<file path="src/pkg/erc_pkg.sv">
// Purpose: shared constants and types for the external regulator control block
// Assumes: apb with 32-bit data, zero-wait answers, one clock domain
// Notes:   register offsets are byte addresses, one aligned word each
package erc_pkg;

  localparam int          APB_AW         = 12;
  localparam int          APB_DW         = 32;

  // register byte offsets
  localparam logic [11:0] OFS_CTRL       = 12'h000;
  localparam logic [11:0] OFS_STAT       = 12'h004;

  // control register fields
  localparam int          CB_SA_EN       = 0;
  localparam int          CB_LS_SEL      = 1;
  localparam int          CB_VSEL        = 2;
  localparam int          CB_UV_KEEP     = 3;
  localparam int          CB_LS_STOP     = 4;

  // status register fields
  localparam int          SB_OC          = 0;
  localparam int          SB_UV          = 1;
  localparam int          SB_LOCKED      = 2;
  localparam int          SB_CFG_LS      = 3;
  localparam int          SB_REG_ON      = 4;
  localparam int          SB_HP          = 5;
  localparam int          SB_LP          = 6;
  localparam int          SB_SPI_FAIL    = 7;

  localparam logic [31:0] RD_ZERO        = 32'h0000_0000;
  localparam logic        RST_BIT        = 1'b0;

  // synchronised pin inputs
  localparam int          NPIN           = 5;
  localparam int          PIN_SUPPLY_UNDERVOLTAGE_LEVEL      = 0;
  localparam int          PIN_PEAK_R     = 1;
  localparam int          PIN_PEAK_F     = 2;
  localparam int          PIN_SHUNT      = 3;
  localparam int          PIN_OUT_UV     = 4;

  typedef enum logic [5:0] {
    MODE_INIT      = 6'b000001,
    MODE_NORMAL    = 6'b000010,
    MODE_STOP      = 6'b000100,
    MODE_SLEEP     = 6'b001000,
    MODE_RESTART   = 6'b010000,
    MODE_FAILSAFE  = 6'b100000
  } erc_mode_t;

  typedef enum logic [2:0] {
    RS_OFF   = 3'b001,
    RS_ON    = 3'b010,
    RS_UVOFF = 3'b100
  } erc_rstate_t;

  typedef struct packed {
    logic              psel;
    logic              penable;
    logic              pwrite;
    logic [APB_AW-1:0] paddr;
    logic [APB_DW-1:0] pwdata;
  } erc_apb_req_t;

  typedef struct packed {
    logic [APB_DW-1:0] prdata;
    logic              pready;
    logic              pslverr;
  } erc_apb_rsp_t;

  typedef struct packed {
    logic reg_enable;
    logic hp_stage_en;
    logic lp_stage_en;
    logic vsel_1v8;
    logic spi_fail_set;
  } erc_drive_t;

endpackage

</file>
<file path="src/hw/erc_top.sv">
// Purpose: configuration, mode gating and protection of the external-transistor regulator
// Assumes: presetn is power-on reset only; soft reset arrives as soft_reset_req
// Notes:   comparator pins pass two flip-flops; chip_mode comes from same-clock logic
//
// Function
// stand-alone enable in normal selects independent config
// load-share select bit selects load-sharing config
// first selection freezes config, later changes ignored
// frozen config survives soft reset, power loss only
// stand-alone locked: enable bit still switches regulator; the code takes enable writes in normal only
// stand-alone: change attempts raise no serial failure
// stand-alone voltage select: zero 3.3V, one 1.8V
// load-sharing ignores voltage select bit
// regulator state follows chip mode table
// load-sharing follows main regulator, configured in normal
// load-sharing off in stop, select bit stays set
// stop-keep bit keeps load-sharing running in stop
// stop: high-power stage by base-current hysteresis
// normal: only high-power stage active
// supply undervoltage switches off, restarts when cleared
// keep-on bit holds regulator during supply undervoltage
// stand-alone overcurrent sets flag, clear after condition
// stand-alone output undervoltage sets status flag
// output undervoltage shutdown only in stand-alone
// software writes configuration right after power-up
// load-sharing locked: change attempt sets failure flag
// load-sharing never sets overcurrent flag
// lock bit sticky, cleared only by power-on reset
//
// The register offsets and the APB slave port were chosen for this implementation.
`timescale 1ns/1ps
module erc_top (
  input  wire logic                 pclk,
  input  wire logic                 presetn,
  input  wire erc_pkg::erc_apb_req_t apb_req,
  output      erc_pkg::erc_apb_rsp_t apb_rsp,
  input  wire erc_pkg::erc_mode_t   chip_mode,
  input  wire logic                 soft_reset_req,
  input  wire logic                 supply_undervoltage_level,
  input  wire logic                 base_peak_rise,
  input  wire logic                 base_peak_fall,
  input  wire logic                 shunt_threshold,
  input  wire logic                 ext_output_undervolt,
  output      erc_pkg::erc_drive_t  reg_drive
);
  import erc_pkg::*;

  // pin synchronisers
  wire  logic [NPIN-1:0] pin_raw;
  logic [NPIN-1:0]       sync1_r;
  logic [NPIN-1:0]       sync2_r;

  assign pin_raw[PIN_SUPPLY_UNDERVOLTAGE_LEVEL]  = supply_undervoltage_level;
  assign pin_raw[PIN_PEAK_R] = base_peak_rise;
  assign pin_raw[PIN_PEAK_F] = base_peak_fall;
  assign pin_raw[PIN_SHUNT]  = shunt_threshold;
  assign pin_raw[PIN_OUT_UV] = ext_output_undervolt;

  genvar gi;
  generate
    for (gi = 0; gi < NPIN; gi++) begin : g_sync
      always_ff @(posedge pclk or negedge presetn) begin
        if (!presetn) begin
          sync1_r[gi] <= RST_BIT;
          sync2_r[gi] <= RST_BIT;
        end else begin
          sync1_r[gi] <= pin_raw[gi];
          sync2_r[gi] <= sync1_r[gi];
        end
      end
    end
  endgenerate

  wire logic supply_undervoltage_level_s  = sync2_r[PIN_SUPPLY_UNDERVOLTAGE_LEVEL];
  wire logic peak_r_s = sync2_r[PIN_PEAK_R];
  wire logic peak_f_s = sync2_r[PIN_PEAK_F];
  wire logic shunt_s  = sync2_r[PIN_SHUNT];
  wire logic out_uv_s = sync2_r[PIN_OUT_UV];

  // state registers
  logic        locked_r;
  logic        cfg_ls_r;
  logic        sa_on_r;
  logic        vsel_r;
  logic        uv_keep_r;
  logic        ls_stop_r;
  logic        oc_flag_r;
  logic        uv_flag_r;
  logic        fail_flag_r;
  logic        hp_r;
  erc_rstate_t rstate_r;
  erc_rstate_t rstate_nxt;
  erc_apb_rsp_t rsp_r;
  erc_drive_t  drv_r;

  // apb decode
  wire logic setup_ph = apb_req.psel & ~apb_req.penable;
  wire logic access_ph = apb_req.psel & apb_req.penable & rsp_r.pready;
  wire logic hit_ctrl = apb_req.paddr == OFS_CTRL;
  wire logic hit_stat = apb_req.paddr == OFS_STAT;
  wire logic hit_any = hit_ctrl | hit_stat;
  wire logic wr_ctrl = access_ph & apb_req.pwrite & hit_ctrl;
  wire logic wr_stat = access_ph & apb_req.pwrite & hit_stat;
  wire logic [APB_DW-1:0] wd = apb_req.pwdata;

  wire logic mode_normal = chip_mode == MODE_NORMAL;
  wire logic mode_stop = chip_mode == MODE_STOP;
  wire logic sa_active = locked_r & ~cfg_ls_r;
  wire logic ls_active = locked_r & cfg_ls_r;

  // configuration selection while unlocked
  // load-share is only taken in normal, like the main regulator's setup
  wire logic pick_ls = wr_ctrl & ~locked_r & wd[CB_LS_SEL] & mode_normal;
  wire logic pick_sa = wr_ctrl & ~locked_r & ~wd[CB_LS_SEL] & wd[CB_SA_EN]
                       & mode_normal;
  // a write that keeps enable low and select high is no change
  wire logic ls_change = wr_ctrl & ls_active & (wd[CB_SA_EN] | ~wd[CB_LS_SEL]);
  wire logic sa_wr_en = wr_ctrl & (pick_sa | (sa_active & mode_normal));

  // read mux
  wire logic [APB_DW-1:0] ctrl_rd;
  wire logic [APB_DW-1:0] stat_rd;
  assign ctrl_rd = RD_ZERO | (APB_DW'(sa_on_r) << CB_SA_EN)
                 | (APB_DW'(cfg_ls_r & locked_r) << CB_LS_SEL)
                 | (APB_DW'(vsel_r) << CB_VSEL)
                 | (APB_DW'(uv_keep_r) << CB_UV_KEEP)
                 | (APB_DW'(ls_stop_r) << CB_LS_STOP);
  assign stat_rd = RD_ZERO | (APB_DW'(oc_flag_r) << SB_OC)
                 | (APB_DW'(uv_flag_r) << SB_UV)
                 | (APB_DW'(locked_r) << SB_LOCKED)
                 | (APB_DW'(cfg_ls_r) << SB_CFG_LS)
                 | (APB_DW'(drv_r.reg_enable) << SB_REG_ON)
                 | (APB_DW'(drv_r.hp_stage_en) << SB_HP)
                 | (APB_DW'(drv_r.lp_stage_en) << SB_LP)
                 | (APB_DW'(fail_flag_r) << SB_SPI_FAIL);
  wire logic [APB_DW-1:0] rd_sel = hit_ctrl ? ctrl_rd : (hit_stat ? stat_rd : RD_ZERO);

  // mode gating of the wanted state
  logic want_on;
  always_comb begin
    want_on = 1'b0;
    case (chip_mode)
      MODE_INIT:     want_on = 1'b0;
      MODE_FAILSAFE: want_on = 1'b0;
      MODE_NORMAL:   want_on = sa_active ? sa_on_r : ls_active;
      MODE_STOP:     want_on = sa_active ? sa_on_r : (ls_active & ls_stop_r);
      MODE_SLEEP:    want_on = sa_active & sa_on_r;
      MODE_RESTART:  want_on = sa_active ? sa_on_r : ls_active;
      default:       want_on = 1'b0;
    endcase
  end

  // supply undervoltage block unless keep-on; output uv only in stand-alone
  wire logic supply_block = supply_undervoltage_level_s & ~uv_keep_r;
  wire logic out_block = sa_active & uv_flag_r;

  always_comb begin
    rstate_nxt = rstate_r;
    case (rstate_r)
      RS_OFF: begin
        if (want_on & ~supply_block & ~out_block) begin
          rstate_nxt = RS_ON;
        end
      end
      RS_ON: begin
        if (!want_on) begin
          rstate_nxt = RS_OFF;
        end else if (supply_block | out_block) begin
          rstate_nxt = RS_UVOFF;
        end
      end
      RS_UVOFF: begin
        if (!want_on) begin
          rstate_nxt = RS_OFF;
        end else if (~supply_block & ~out_block) begin
          rstate_nxt = RS_ON;
        end
      end
      default: rstate_nxt = RS_OFF;
    endcase
  end

  wire logic on_nxt = rstate_nxt == RS_ON;
  // stop mode runs the low-power stage, high-power by hysteresis
  wire logic hp_nxt = mode_stop ? (peak_r_s | (hp_r & ~peak_f_s)) : 1'b1;
  wire logic oc_clr = wr_stat & wd[SB_OC] & ~shunt_s;
  wire logic oc_set = sa_active & shunt_s;
  wire logic uv_set = sa_active & out_uv_s & drv_r.reg_enable;
  wire logic uv_clr = wr_stat & wd[SB_UV];
  wire logic fail_clr = wr_stat & wd[SB_SPI_FAIL];

  // configuration lock, only power-on reset clears it
  always_ff @(posedge pclk or negedge presetn) begin
    if (!presetn) begin
      locked_r <= RST_BIT;
      cfg_ls_r <= RST_BIT;
    end else if (pick_ls | pick_sa) begin
      locked_r <= 1'b1;
      cfg_ls_r <= pick_ls;
    end
  end

  // software control bits; soft reset clears them but not the lock
  always_ff @(posedge pclk or negedge presetn) begin
    if (!presetn) begin
      sa_on_r   <= RST_BIT;
      vsel_r    <= RST_BIT;
      uv_keep_r <= RST_BIT;
      ls_stop_r <= RST_BIT;
    end else if (soft_reset_req) begin
      sa_on_r   <= RST_BIT;
      vsel_r    <= RST_BIT;
      uv_keep_r <= RST_BIT;
      ls_stop_r <= RST_BIT;
    end else if (wr_ctrl) begin
      if (sa_wr_en) begin
        sa_on_r <= wd[CB_SA_EN];
      end
      vsel_r    <= wd[CB_VSEL];
      uv_keep_r <= wd[CB_UV_KEEP];
      ls_stop_r <= wd[CB_LS_STOP];
    end
  end

  // sticky flags; a set in the clear cycle wins
  always_ff @(posedge pclk or negedge presetn) begin
    if (!presetn) begin
      oc_flag_r   <= RST_BIT;
      uv_flag_r   <= RST_BIT;
      fail_flag_r <= RST_BIT;
    end else begin
      oc_flag_r   <= oc_set | (oc_flag_r & ~oc_clr);
      uv_flag_r   <= uv_set | (uv_flag_r & ~uv_clr);
      fail_flag_r <= ls_change | (fail_flag_r & ~fail_clr);
    end
  end

  always_ff @(posedge pclk or negedge presetn) begin
    if (!presetn) begin
      rstate_r <= RS_OFF;
      hp_r     <= RST_BIT;
    end else begin
      rstate_r <= rstate_nxt;
      hp_r     <= hp_nxt & on_nxt;
    end
  end

  // registered outputs
  always_ff @(posedge pclk or negedge presetn) begin
    if (!presetn) begin
      drv_r <= '0;
    end else begin
      drv_r.reg_enable   <= on_nxt;
      drv_r.hp_stage_en  <= on_nxt & hp_nxt;
      drv_r.lp_stage_en  <= on_nxt & mode_stop;
      drv_r.vsel_1v8     <= sa_active & vsel_r;
      drv_r.spi_fail_set <= ls_change;
    end
  end

  // zero-wait slave: data and ready registered in the setup cycle
  always_ff @(posedge pclk or negedge presetn) begin
    if (!presetn) begin
      rsp_r <= '0;
    end else begin
      rsp_r.pready  <= setup_ph;
      rsp_r.pslverr <= setup_ph & ~hit_any;
      if (setup_ph & ~apb_req.pwrite) begin
        rsp_r.prdata <= rd_sel;
      end
    end
  end

  assign apb_rsp   = rsp_r;
  assign reg_drive = drv_r;

endmodule

</file>
<file path="config.mk">
export PLATFORM = sky130hd
export DESIGN_NAME = erc_top
export DESIGN_NICKNAME = d
export VERILOG_FILES = /design/src/pkg/erc_pkg.sv /design/src/hw/erc_top.sv
export SDC_FILE = /design/constraint.sdc
export NUM_CORES = 1
export LEC_CHECK = 0
export BUFFER_PORTS_ARGS = -buffer_cell sky130_fd_sc_hd__buf_2
export CORE_MARGIN = 3
export CORE_UTILIZATION = 40
export CTS_BUF_LIST = sky130_fd_sc_hd__clkbuf_4
export DETAILED_ROUTE_END_ITERATION = 16
export GPL_TIMING_DRIVEN = 0
export PLACE_DENSITY = 0.83
export RECOVER_POWER = 100
export SLEW_MARGIN = 20
export SYNTH_ARGS = -nofsm -noshare
export SYNTH_HDL_FRONTEND = slang
export SYNTH_SLANG_ARGS = --single-unit
</file>
<file path="constraint.sdc">
create_clock -name pclk -period 4.85 [get_ports pclk]
set_clock_uncertainty 0.2 [all_clocks]
set_input_delay 0.97 -clock pclk [delete_from_list [all_inputs] [get_ports pclk]]
set_output_delay 0.97 -clock pclk [all_outputs]
set_load 0.02 [all_outputs]
</file>
Word level (Yosys, flattened, before mapping)
Index checks and enable logic that the tools add are counted.
Operators by class
  equal/unequal tests: 9
  muxes and demuxes: 21
  bitwise operators: 76
  reductions and logical operators: 5
Operator list (count)
  bitwise AND 1 bit: 42
  two-way mux 8 bit: 2
  two-way mux 3 bit: 5
  NOT 1 bit: 14
  == test 12 x 3 -> 1 bit, second input constant: 1
  logical NOT 12 bit: 1
  two-way mux 1 bit: 12
  OR 4 x 5 -> 5 bit: 2
  OR 1 bit: 9
  one-hot mux 3 bit (3 select lines): 1
  OR 3 x 4 -> 4 bit: 2
  OR 7 x 8 -> 8 bit: 1
  OR 6 x 7 -> 7 bit: 1
  == test 3 x 2 -> 1 bit, second input constant: 2
  == test 6 x 2 -> 1 bit, second input constant: 1
  == test 6 x 3 -> 1 bit, second input constant: 1
  == test 6 x 4 -> 1 bit, second input constant: 1
  == test 6 x 5 -> 1 bit, second input constant: 1
  OR 2 x 3 -> 3 bit: 2
  OR 5 x 6 -> 6 bit: 1
  OR 1 x 2 -> 2 bit: 2
  nonzero test 2 bit: 2
  == test 3 x 1 -> 1 bit, second input constant: 1
  == test 3 bit, second input constant: 1
  other kinds (3): 3
Storage, ports and cells
  register bits: 61
  logic and storage cells: 139

Longest topological paths before layout
Gate-level depths: netlist of the first run.
  depth after elaboration: 13
  gate-level depth with buffers: 5

Least setup slack after synthesis of the first run
OpenSTA, ideal clock, no wires.
  path kind: input to register
  start: input port apb_req[34] in the netlist's numbering
  end: register sa_on_r
  arrival: 2.041 ns
  data required time: 4.573 ns
  slack: 2.532 ns
  cell stages on the path: 5
  path buffers: 1
  path through: buf_6 nor4_1 nand4_2 or3_1 a21oi_1
Between the ends
  longest elaborated chain between the ends: 10
RTL lines
  from (decl): RTL line erc_top.sv:35  | input wire erc_pkg::erc_apb_req_t apb_req,
  logical NOT 12 bit *: RTL line erc_top.sv:99  | wire logic hit_ctrl = apb_req.paddr == OFS_CTRL;
  bitwise AND 1 bit *: RTL line erc_top.sv:102  | wire logic wr_ctrl = access_ph & apb_req.pwrite & hit_ctrl;
  bitwise AND 1 bit (3 in a row): RTL line erc_top.sv:114  | wire logic pick_sa = wr_ctrl & ~locked_r & ~wd[CB_LS_SEL] & wd[CB_SA_EN]
  bitwise AND 1 bit: RTL line erc_top.sv:115  | & mode_normal;
  OR 1 bit: RTL line erc_top.sv:118  | wire logic sa_wr_en = wr_ctrl & (pick_sa | (sa_active & mode_normal));
  bitwise AND 1 bit: RTL line erc_top.sv:118
  nonzero test 2 bit (no line)
  AND reduction 2 bit (no line) *
  to (signal assigned): RTL line erc_top.sv:217  | sa_on_r <= wd[CB_SA_EN];
  to (decl): RTL line erc_top.sv:83  | logic sa_on_r;
Mark *: on every way between the ends. The rest lies on a longest branch, timed or not.
A chain may end at the register's enable or synchronous reset.

Worst setup path in the final report of the first run
  start: input port apb_req[41] in the netlist's numbering
  end: register cfg_ls_r
Between the ends
  longest elaborated chain between the ends: 7
RTL lines
  logical NOT 12 bit *: RTL line erc_top.sv:99
  bitwise AND 1 bit *: RTL line erc_top.sv:102
  bitwise AND 1 bit *: RTL line erc_top.sv:113, erc_top.sv:114
  bitwise AND 1 bit (2 in a row): RTL line erc_top.sv:114
  bitwise AND 1 bit: RTL line erc_top.sv:115
  OR 1 bit: RTL line erc_top.sv:197  | end else if (pick_ls | pick_sa) begin
  to (signal assigned): RTL line erc_top.sv:199  | cfg_ls_r <= pick_ls;
  to (decl): RTL line erc_top.sv:82  | logic cfg_ls_r;
Marked as above.

==> flow_summary.json, run 1 <==
{
  "grt_pass1_vias": 1418,
  "place.gp.congestion": 0.820,
  "yosys.area.top_type": "dfrtp_1",
  "drv_cap": 1,
  "hold_violations": 0,
  "final_cell_mix": "36 x dfrtp_1, 31 x buf_2, 25 x buf_4",
  "critPathArrivalTime_ns": 2.84,
  "avgSynthCellArea_um2": 10.5,
  "drc": 0,
  "ys_async_sr_fraction": 1.00,
  "clkPwrFrac": 0.281,
  "p_per_area_mw_per_mm2": 243,
  "reg2regPathDepth": 5,
  "cts_buffer_depth": 2,
  "overflow": 0,
  "n_fill_cell": 381,
  "ys_seq_area_frac": 0.507,
  "worst_hold_slack_ns": 0.160,
  "drtIter0Drc": 99,
  "required_ns": 4.92,
  "globalRouteMet3Util": 0.0342,
  "internal_power_uw": 395,
  "hp-class": "register to register",
  "reg2reg_setup_slack_ns": 2.86,
  "slew-limit-headroom": -0.289,
  "synth_top_area_share": 0.493,
  "io_pins": 100,
  "power_frac_seq": 0.583,
  "min_period_ns": 2.77,
  "grt_max_degree": 38,
  "fmax_ghz": 0.361,
  "p_leak_uw": 0.00107,
  "critical_path.endpoint": "cfg_ls_r",
  "cts_num_sinks": 37,
  "port-buffer-count": 48,
  "cts_tree": "done",
  "mostFrequentLayoutCell": "dfrtp_1",
  "syn_area_mm2": 0.00183,
  "ys.flop_type": "dfrtp_1",
  "grt.busiest_layer": "met2",
  "fp.dieW_um": 73.6,
  "nets": 313,
  "hpwlAfterDp_um": 2950,
  "ir_worst_vdd_v": 0.000171,
  "clock_latency_ns": 0.35,
  "drt-pass1-iter-count": 4,
  "synth_edf_count": 0,
  "timing.rr.end": "cfg_ls_r",
  "finalSetupTns_ns": 0,
  "cts_setup_buffers": 0,
  "grt_usage": 0.157,
  "rows": 23,
  "synthTopCellsByArea": "dfrtp_1 49%, buf_4 10%, mux2i_1 3.8%, nand2_1 3.3%, nor4_4 2.3%",
  "area_growth_pct": 21.6,
  "synthCells": 174,
  "die_h_um": 73.6,
  "totalPowerFinal_uw": 540,
  "violations": "max-capacitance violations, max-slew violations",
  "grt_pass1_wl_um": 6330,
  "grt_setup_unrepaired": "no",
  "dp.cells": 295,
  "h-tree-depth": 2,
  "start_util": 0.435,
  "wl_per_cell_um": 12.9,
  "slew_violations": 38,
  "grt_antenna_before_repair": 0,
  "cts.clk_slew.worst_paths_ns": 0.10,
  "cts_resized": 0,
  "core_area_mm2": 0.00420,
  "worst-path-max-fanout": 8,
  "drive_gt1_frac": 0.269,
  "hp-start": "sync1_r[2]",
  "worst_slew_pin_slew_ns": 1.93,
  "antenna_cells": 0,
  "setup_violations": 0,
  "grt_use_met2": 0.264,
  "combPwrFrac": 0.136,
  "status": "finished, violations left",
  "r2r_start": "apb_rsp[1]",
  "final_core_util": 0.529,
  "grt_util_met1": 0.188,
  "power_switching_uw": 145,
  "ant_nets": 0,
  "cts_hold_buf": 0,
  "period_share": 0.572,
  "worstSetupStartpointType": "input port",
  "setup.worst_path.start": "apb_req[41]",
  "critPathCaptureType": "register",
  "ys_warn_count": 0,
  "final_cells": 303,
  "numCtsBuffers": 5,
  "routed_wl_um": 3900,
  "clock-root-buffer": "clkbuf_4",
  "vias_per_cell": 4.77,
  "synth_seq_cells": 37,
  "crit_type": "input port to register",
  "dieArea_mm2": 0.00542,
  "num_vias": 1444,
  "netlist-cell-type-count": 41,
  "power_switching_share": 0.268
}
-- cell usage after synthesis, types with 4 or more instances --
cell type  number
nor3_1          5
o21ai_0         8
nor2b_1         5
o31ai_1         5
nand2_1        16
dfrtp_1        36
a21oi_1         6
buf_4          25
or3_1           4
mux2i_1         7
nor2_1         11
nand2b_1        4
-- final cells by class --
class | instances | area [µm²] | share of cell area
sequential | 37 | 927 | 0.417
tap | 50 | 62.6 | 0.0281
clock buffer | 5 | 37.5 | 0.0169
multi-input combinational | 131 | 754 | 0.339
buffer | 28 | 208 | 0.0934
timing repair buffer | 48 | 218 | 0.0979
clock inverter | 3 | 12.5 | 0.00563
inverter | 1 | 3.75 | 0.00169
-- metrics by stage --
stage	instance area, µm²	setup WS [ns]
after floorplan	1910	2.53
after global placement	2220	2.30
after detailed placement	2220	2.26
after CTS	2270	2.60
after global routing	2220	1.90
final	2220	2.08
-- how the worst min path moves through the flow --
stage	to	slack, ns	cells after the start
after global placement	peak_f_s	0.13	0
after floorplan	out_uv_s	0.13	0
after global routing	peak_f_s	0.17	0
final	peak_f_s	0.16	0
after CTS	peak_f_s	0.16	0
after detailed placement	peak_f_s	0.13	0
-- worst max-delay path: stages --
cell and delay [ns]:
clkbuf_1 0.10, nor4_1 0.60, nand4_1 0.52, or3_1 0.49, o21ai_0 0.17
-- per-layer routing --
metal | vias to the layer above | wire [µm]
met5 | - | 0
met4 | 0 | 85
met3 | 7 | 270
met2 | 49 | 1910
met1 | 661 | 1630
li1 | 727 | -
-- logic make-up after synthesis --
| logic type | after synthesis | share of synthesized area |
|---|---|---|
| AO/OA/AOI/OAI | 30 | 0.107 |
| XOR/XNOR | 4 | 0.0192 |
| buffers and inverters | 29 | 0.116 |
| flip-flops | 37 | 0.507 |
| multiplexers | 7 | 0.0383 |
| other | 1 | 0.00205 |
| AND/OR/NAND/NOR | 66 | 0.211 |
-- registers in the layout (all words and copies together), names as in the netlist, 3 cells and up --
register / count
reg_drive: 5
apb_rsp: 10
rstate_r: 3
sync1_r: 5
-- power groups by stage --
stage               Sequential [µW]  Combinational, µW  Clock [µW]
finish                          315               73.6         151
global route                    315               81.3         175
CTS                             315               75.1         158
detailed placement              321               74.4           0
global placement                321               72.8           0
floorplan                       322               45.6           0
(Power assumes the default switching activity.)
==> run 2, diff against run 1 <==
--- a/config.mk
+++ b/config.mk
@@ -5,6 +5,7 @@
 export SDC_FILE = /design/constraint.sdc
 export NUM_CORES = 1
 export LEC_CHECK = 0
+export ABC_AREA = 1
 export BUFFER_PORTS_ARGS = -buffer_cell sky130_fd_sc_hd__buf_2
 export CORE_MARGIN = 3
 export CORE_UTILIZATION = 40
==> constraint.sdc (replaced) <==
create_clock -name pclk -period 2.89 [get_ports pclk]
set_clock_uncertainty 0.2 [all_clocks]
set_input_delay 0.578 -clock pclk [delete_from_list [all_inputs] [get_ports pclk]]
set_output_delay 0.578 -clock pclk [all_outputs]
set_load 0.02 [all_outputs]
==> flow_summary.json, run 2 <==
{
  "cts.clk_slew.worst_paths_ns": 0.12,
  "netlist-cell-type-count": 27,
  "largest_reg_flops": 10,
  "hpwlAfterDp_um": 2890,
  "final_cell_mix": "36 x dfrtp_1, 35 x inv_1, 35 x buf_2",
  "clock-root-buffer": "clkbuf_4",
  "yosys.area.top_type": "dfrtp_1",
  "drtIter0Drc": 90,
  "num_vias": 1490,
  "synth_top_area_share": 0.501,
  "setup_violations": 0,
  "p_per_area_mw_per_mm2": 503,
  "grt_usage": 0.145,
  "mostFrequentLayoutCell": "dfrtp_1",
  "dieArea_mm2": 0.00533,
  "cts_setup_buffers": 0,
  "wl_per_cell_um": 10.6,
  "slew_violations": 0,
  "core_area_mm2": 0.00417,
  "ir_worst_vdd_v": 0.000331,
  "p_leak_uw": 0.00128,
  "totalPowerFinal_uw": 1140,
  "area_growth_pct": 26.0,
  "timing.rr.end": "reg_drive[3]",
  "ys_seq_area_frac": 0.516,
  "h-tree-depth": 2,
  "start_util": 0.431,
  "reg2reg_setup_slack_ns": 1.09,
  "worst-path-max-fanout": 3,
  "synth_edf_count": 0,
  "grt_pass1_wl_um": 5900,
  "synth_xor_area_frac": 0,
  "cts_buffer_depth": 2,
  "rows": 23,
  "crit_type": "register to primary output",
  "io_pins": 100,
  "grt_setup_unrepaired": "no",
  "fmax_ghz": 0.541,
  "grt_pass1_vias": 1389,
  "preCtsSetupSlack_ns": 0.900,
  "port-buffer-count": 49,
  "cts_resized": 0,
  "clock_latency_ns": 0.34,
  "hold_violations": 0,
  "n_fill_cell": 412,
  "critPathArrivalTime_ns": 1.07,
  "synth_fa_ha_area_frac": 0,
  "cts_hold_buf": 0,
  "ant_nets": 0,
  "routed_wl_um": 3640,
  "worstSetupStartpointType": "register",
  "grt_antenna_before_repair": 0,
  "synth_most_common_cell": "dfrtp_1",
  "grt_max_degree": 38,
  "synth_top_family_by_area": "simple AND/OR/NAND/NOR gates",
  "drc": 0,
  "synth_compound_area_frac": 0.0850,
  "ys_async_sr_fraction": 1.00,
  "min_period_ns": 1.85,
  "slew-limit-headroom": 0.470,
  "synthTopCellsByArea": "dfrtp_1 50%, buf_4 10%, inv_1 7.1%, nand2_1 6.1%, nor2_1 5.0%",
  "drive_gt1_frac": 0.247,
  "critPathCaptureType": "primary output",
  "syn_area_mm2": 0.00180,
  "nets": 352,
  "yosys.area_share.simple": 0.208,
  "synth_seq_cells": 37,
  "drv_cap": 0,
  "hp-class": "input port to asynchronous set/reset pin",
  "status": "finished clean",
  "fp.dieW_um": 73.0,
  "required_ns": 2.11,
  "r2r_start": "locked_r",
  "antenna_cells": 0,
  "worst_hold_slack_ns": 0.112,
  "worst_slew_pin_slew_ns": 0.794,
  "cts_tree": "done",
  "ys.flop_type": "dfrtp_1",
  "die_h_um": 73.0,
  "drt-pass1-iter-count": 4,
  "numCtsBuffers": 5,
  "overflow": 0,
  "fin_ws_ns": 1.04,
  "avgSynthCellArea_um2": 8.48,
  "synthCells": 212,
  "synth.area.mux_share": 0,
  "vias_per_cell": 4.36,
  "synth.top_cells.by_count": "36 x dfrtp_1, 34 x inv_1, 29 x nand2_1",
  "cts_num_sinks": 37,
  "ys_warn_count": 0,
  "period_share": 0.640,
  "finalSetupTns_ns": 0,
  "reg2regPathDepth": 8,
  "place.gp.congestion": 0.897
}
## run 2: cells by family after synthesis
kind of cell / Yosys count
AOI/OAI and AO/OA: 28
buffers and inverters: 63
DFF: 37
other: 1
and+or+nand+nor: 83
## run 2: final cells by class
| cell class | count | area, µm² | area share |
|---|---|---|---|
| Clock buffer | 5 | 37.5 | 0.0166 |
| Sequential cell | 37 | 927 | 0.410 |
| Clock inverter | 3 | 65.1 | 0.0287 |
| Tap cell | 50 | 62.6 | 0.0276 |
| Timing Repair Buffer | 49 | 226 | 0.100 |
| Buffer | 28 | 200 | 0.0884 |
| Multi-Input combinational cell | 135 | 613 | 0.271 |
| Inverter | 35 | 131 | 0.0580 |
## run 2: worst max-delay path, stage by stage (launching register included)
cell	delay (ns)
dfrtp_1	0.40
buf_4	0.12
clkbuf_1	0.22
## run 2: power breakdown
part           leakage (µW)  switching (µW)  internal, µW
clock             0.0000552             170           268
combinational      0.000765            94.8          58.8
sequential         0.000461            8.52           538
## run 2: routing by layer
metal / global-route usage / vias up / wire length (µm) / share of wire
met4: 0.0553 / 0 / 42 / 0.012
li1: - / 776 / - / -
met5: 0 / - / 0 / 0
met1: 0.175 / 653 / 1530 / 0.42
met2: 0.243 / 56 / 1750 / 0.48
met3: 0.0399 / 5 / 310 / 0.085
## run 2: worst max path at each step
stage	from	to	slack, ns	cells after the start
after CTS	reg_drive[3]	reg_drive[3]	1.05	2
after global routing	locked_r	reg_drive[2]	0.90	8
after detailed placement	apb_req[43]	locked_r	0.90	10
after global placement	apb_req[43]	sa_on_r	0.91	11
final	reg_drive[3]	reg_drive[3]	1.04	2
after floorplan	apb_req[43]	sa_on_r	1.21	10
## run 2: through the flow
stage / instances / cell area (µm²) / utilization
after floorplan: 235 / 1880 / -
after global placement: 334 / 2190 / 0.525
after detailed placement: 334 / 2190 / 0.525
after CTS: 342 / 2290 / 0.550
after global routing: 342 / 2260 / 0.542
final: 342 / 2260 / 0.542
==> run 3, diff against run 2 <==
--- a/config.mk
+++ b/config.mk
@@ -12,7 +12,7 @@
 export CTS_BUF_LIST = sky130_fd_sc_hd__clkbuf_4
 export DETAILED_ROUTE_END_ITERATION = 16
 export GPL_TIMING_DRIVEN = 0
-export PLACE_DENSITY = 0.83
+export PLACE_DENSITY = 0.86
 export RECOVER_POWER = 100
 export SLEW_MARGIN = 20
 export SYNTH_ARGS = -nofsm -noshare
==> constraint.sdc (replaced) <==
create_clock -name pclk -period 1.7 [get_ports pclk]
set_clock_uncertainty 0.2 [all_clocks]
set_input_delay 0.34 -clock pclk [delete_from_list [all_inputs] [get_ports pclk]]
set_output_delay 0.34 -clock pclk [all_outputs]
set_load 0.02 [all_outputs]
==> flow_summary.json, run 3 (synthesized netlist as in run 2, its figures left out) <==
{
  "status": "finished clean",
  "fp.dieW_um": 73.0,
  "routed_wl_um": 3790,
  "min_period_ns": 1.62,
  "clock_latency_ns": 0.34,
  "cts_tree": "done",
  "port-buffer-count": 49,
  "totalPowerFinal_uw": 1690,
  "final_cell_mix": "36 x dfrtp_1, 34 x inv_1, 34 x buf_2",
  "worst_hold_slack_ns": 0.0257,
  "fmax_ghz": 0.617,
  "num_vias": 1506,
  "cts_buffer_depth": 2,
  "drc": 0,
  "worst-path-max-fanout": 5,
  "p_leak_uw": 0.00131,
  "start_util": 0.431,
  "finalSetupTns_ns": 0,
  "clock-root-buffer": "clkbuf_4",
  "worstSetupStartpointType": "register",
  "dieArea_mm2": 0.00533,
  "required_ns": 1.74,
  "worst_slew_pin_slew_ns": 0.883,
  "grt_pass1_vias": 1419,
  "p_per_area_mw_per_mm2": 727,
  "antenna_cells": 0,
  "fin_ws_ns": 0.0792,
  "hold_violations": 0,
  "io_pins": 100,
  "drive_gt1_frac": 0.259,
  "mostFrequentLayoutCell": "dfrtp_1",
  "preCtsSetupSlack_ns": -0.0355,
  "drv_cap": 0,
  "drtIter0Drc": 71,
  "vias_per_cell": 4.29,
  "ant_nets": 0,
  "period_share": 0.953,
  "cts_num_sinks": 37,
  "overflow": 0,
  "critPathArrivalTime_ns": 1.66,
  "place.gp.congestion": 0.900,
  "setup_violations": 0,
  "numCtsBuffers": 5,
  "grt_antenna_before_repair": 0,
  "reg2reg_setup_slack_ns": 0.08,
  "wl_per_cell_um": 10.8,
  "core_area_mm2": 0.00417,
  "crit_type": "register to register",
  "slew_violations": 0,
  "h-tree-depth": 2,
  "hpwlAfterDp_um": 2950,
  "grt_max_degree": 38,
  "critPathCaptureType": "register",
  "slew-limit-headroom": 0.411,
  "area_growth_pct": 29.0,
  "die_h_um": 73.0,
  "drt-pass1-iter-count": 4,
  "cts.clk_slew.worst_paths_ns": 0.10,
  "nets": 361,
  "hp-class": "input port to register",
  "final_core_util": 0.556,
  "grt_pass1_wl_um": 6040,
  "largest_reg_flops": 10,
  "ir_worst_vdd_v": 0.000536,
  "grt_usage": 0.151,
  "rows": 23
}
[run 3: cell count changes in the layout (fill, tap and decap cells not counted), moves of 2 or more]
cell	change
buf_4	+2
bufinv_16	-2
clkbuf_4	+3
dlygate4sd3_1	+7
[run 3: what timing repair did]
item / in CTS / in global routing
endpoints found under the setup margin: 0 / 2
setup buffers: 0 / 2
hold endpoints to repair: 42 / 0
hold buffers: 7 / 0
gates resized for setup: 0 / 1
[run 3: power by group]
group          total (µW)  switching [µW]  internal, µW  leakage [µW]
clock                 483             270           213     0.0000368
sequential            930            15.2           915      0.000461
combinational         273             163           110      0.000814
total                1690             448          1240       0.00131
[run 3: cell type report]
type | count | area (µm²)
clock buffers | 8 | 60.1
inverters | 35 | 131
multi-input cells | 135 | 618
fillers | 410 | 1850
flip-flops and latches | 37 | 927
plain buffers | 28 | 208
well taps | 50 | 62.6
repair buffers | 58 | 312
[run 3: metrics by stage]
| step | instances | instance area [µm²] |
|---|---|---|
| after floorplan | 235 | 1880 |
| after CTS | 349 | 2320 |
| after global routing | 351 | 2320 |
| after detailed placement | 334 | 2190 |
| after global placement | 334 | 2190 |
| final | 351 | 2320 |
[run 3: per-layer routing]
| layer | vias to the layer above | part of all wire | global-route usage |
|---|---|---|---|
| li1 | 792 | - | - |
| met1 | 659 | 0.43 | 0.179 |
| met2 | 53 | 0.48 | 0.245 |
| met3 | 2 | 0.089 | 0.0606 |
| met4 | 0 | 0.0077 | 0.0574 |
| met5 | - | 0 | 0 |
[run 3: worst max-delay path, cell delays in order, from the launching register on]
cell and delay, ns:
dfrtp_1 0.36, nand3_1 0.08, nor2_1 0.27, nand4_1 0.18
or2_2 0.31, nand2_1 0.06, nand2_1 0.05
[run 3: final timing paths]
check	startpoint	cells past startpoint	endpoint
worst max-delay path	apb_rsp[1]	6	cfg_ls_r
worst min-delay path	apb_req[3]	3	uv_keep_r
worst max register to register	apb_rsp[1]	6	cfg_ls_r
worst min register to register	sync1_r[4]	0	out_uv_s
max in group asynchronous	presetn	2	sync1_r[1]
min in group asynchronous	presetn	2	apb_rsp[2]
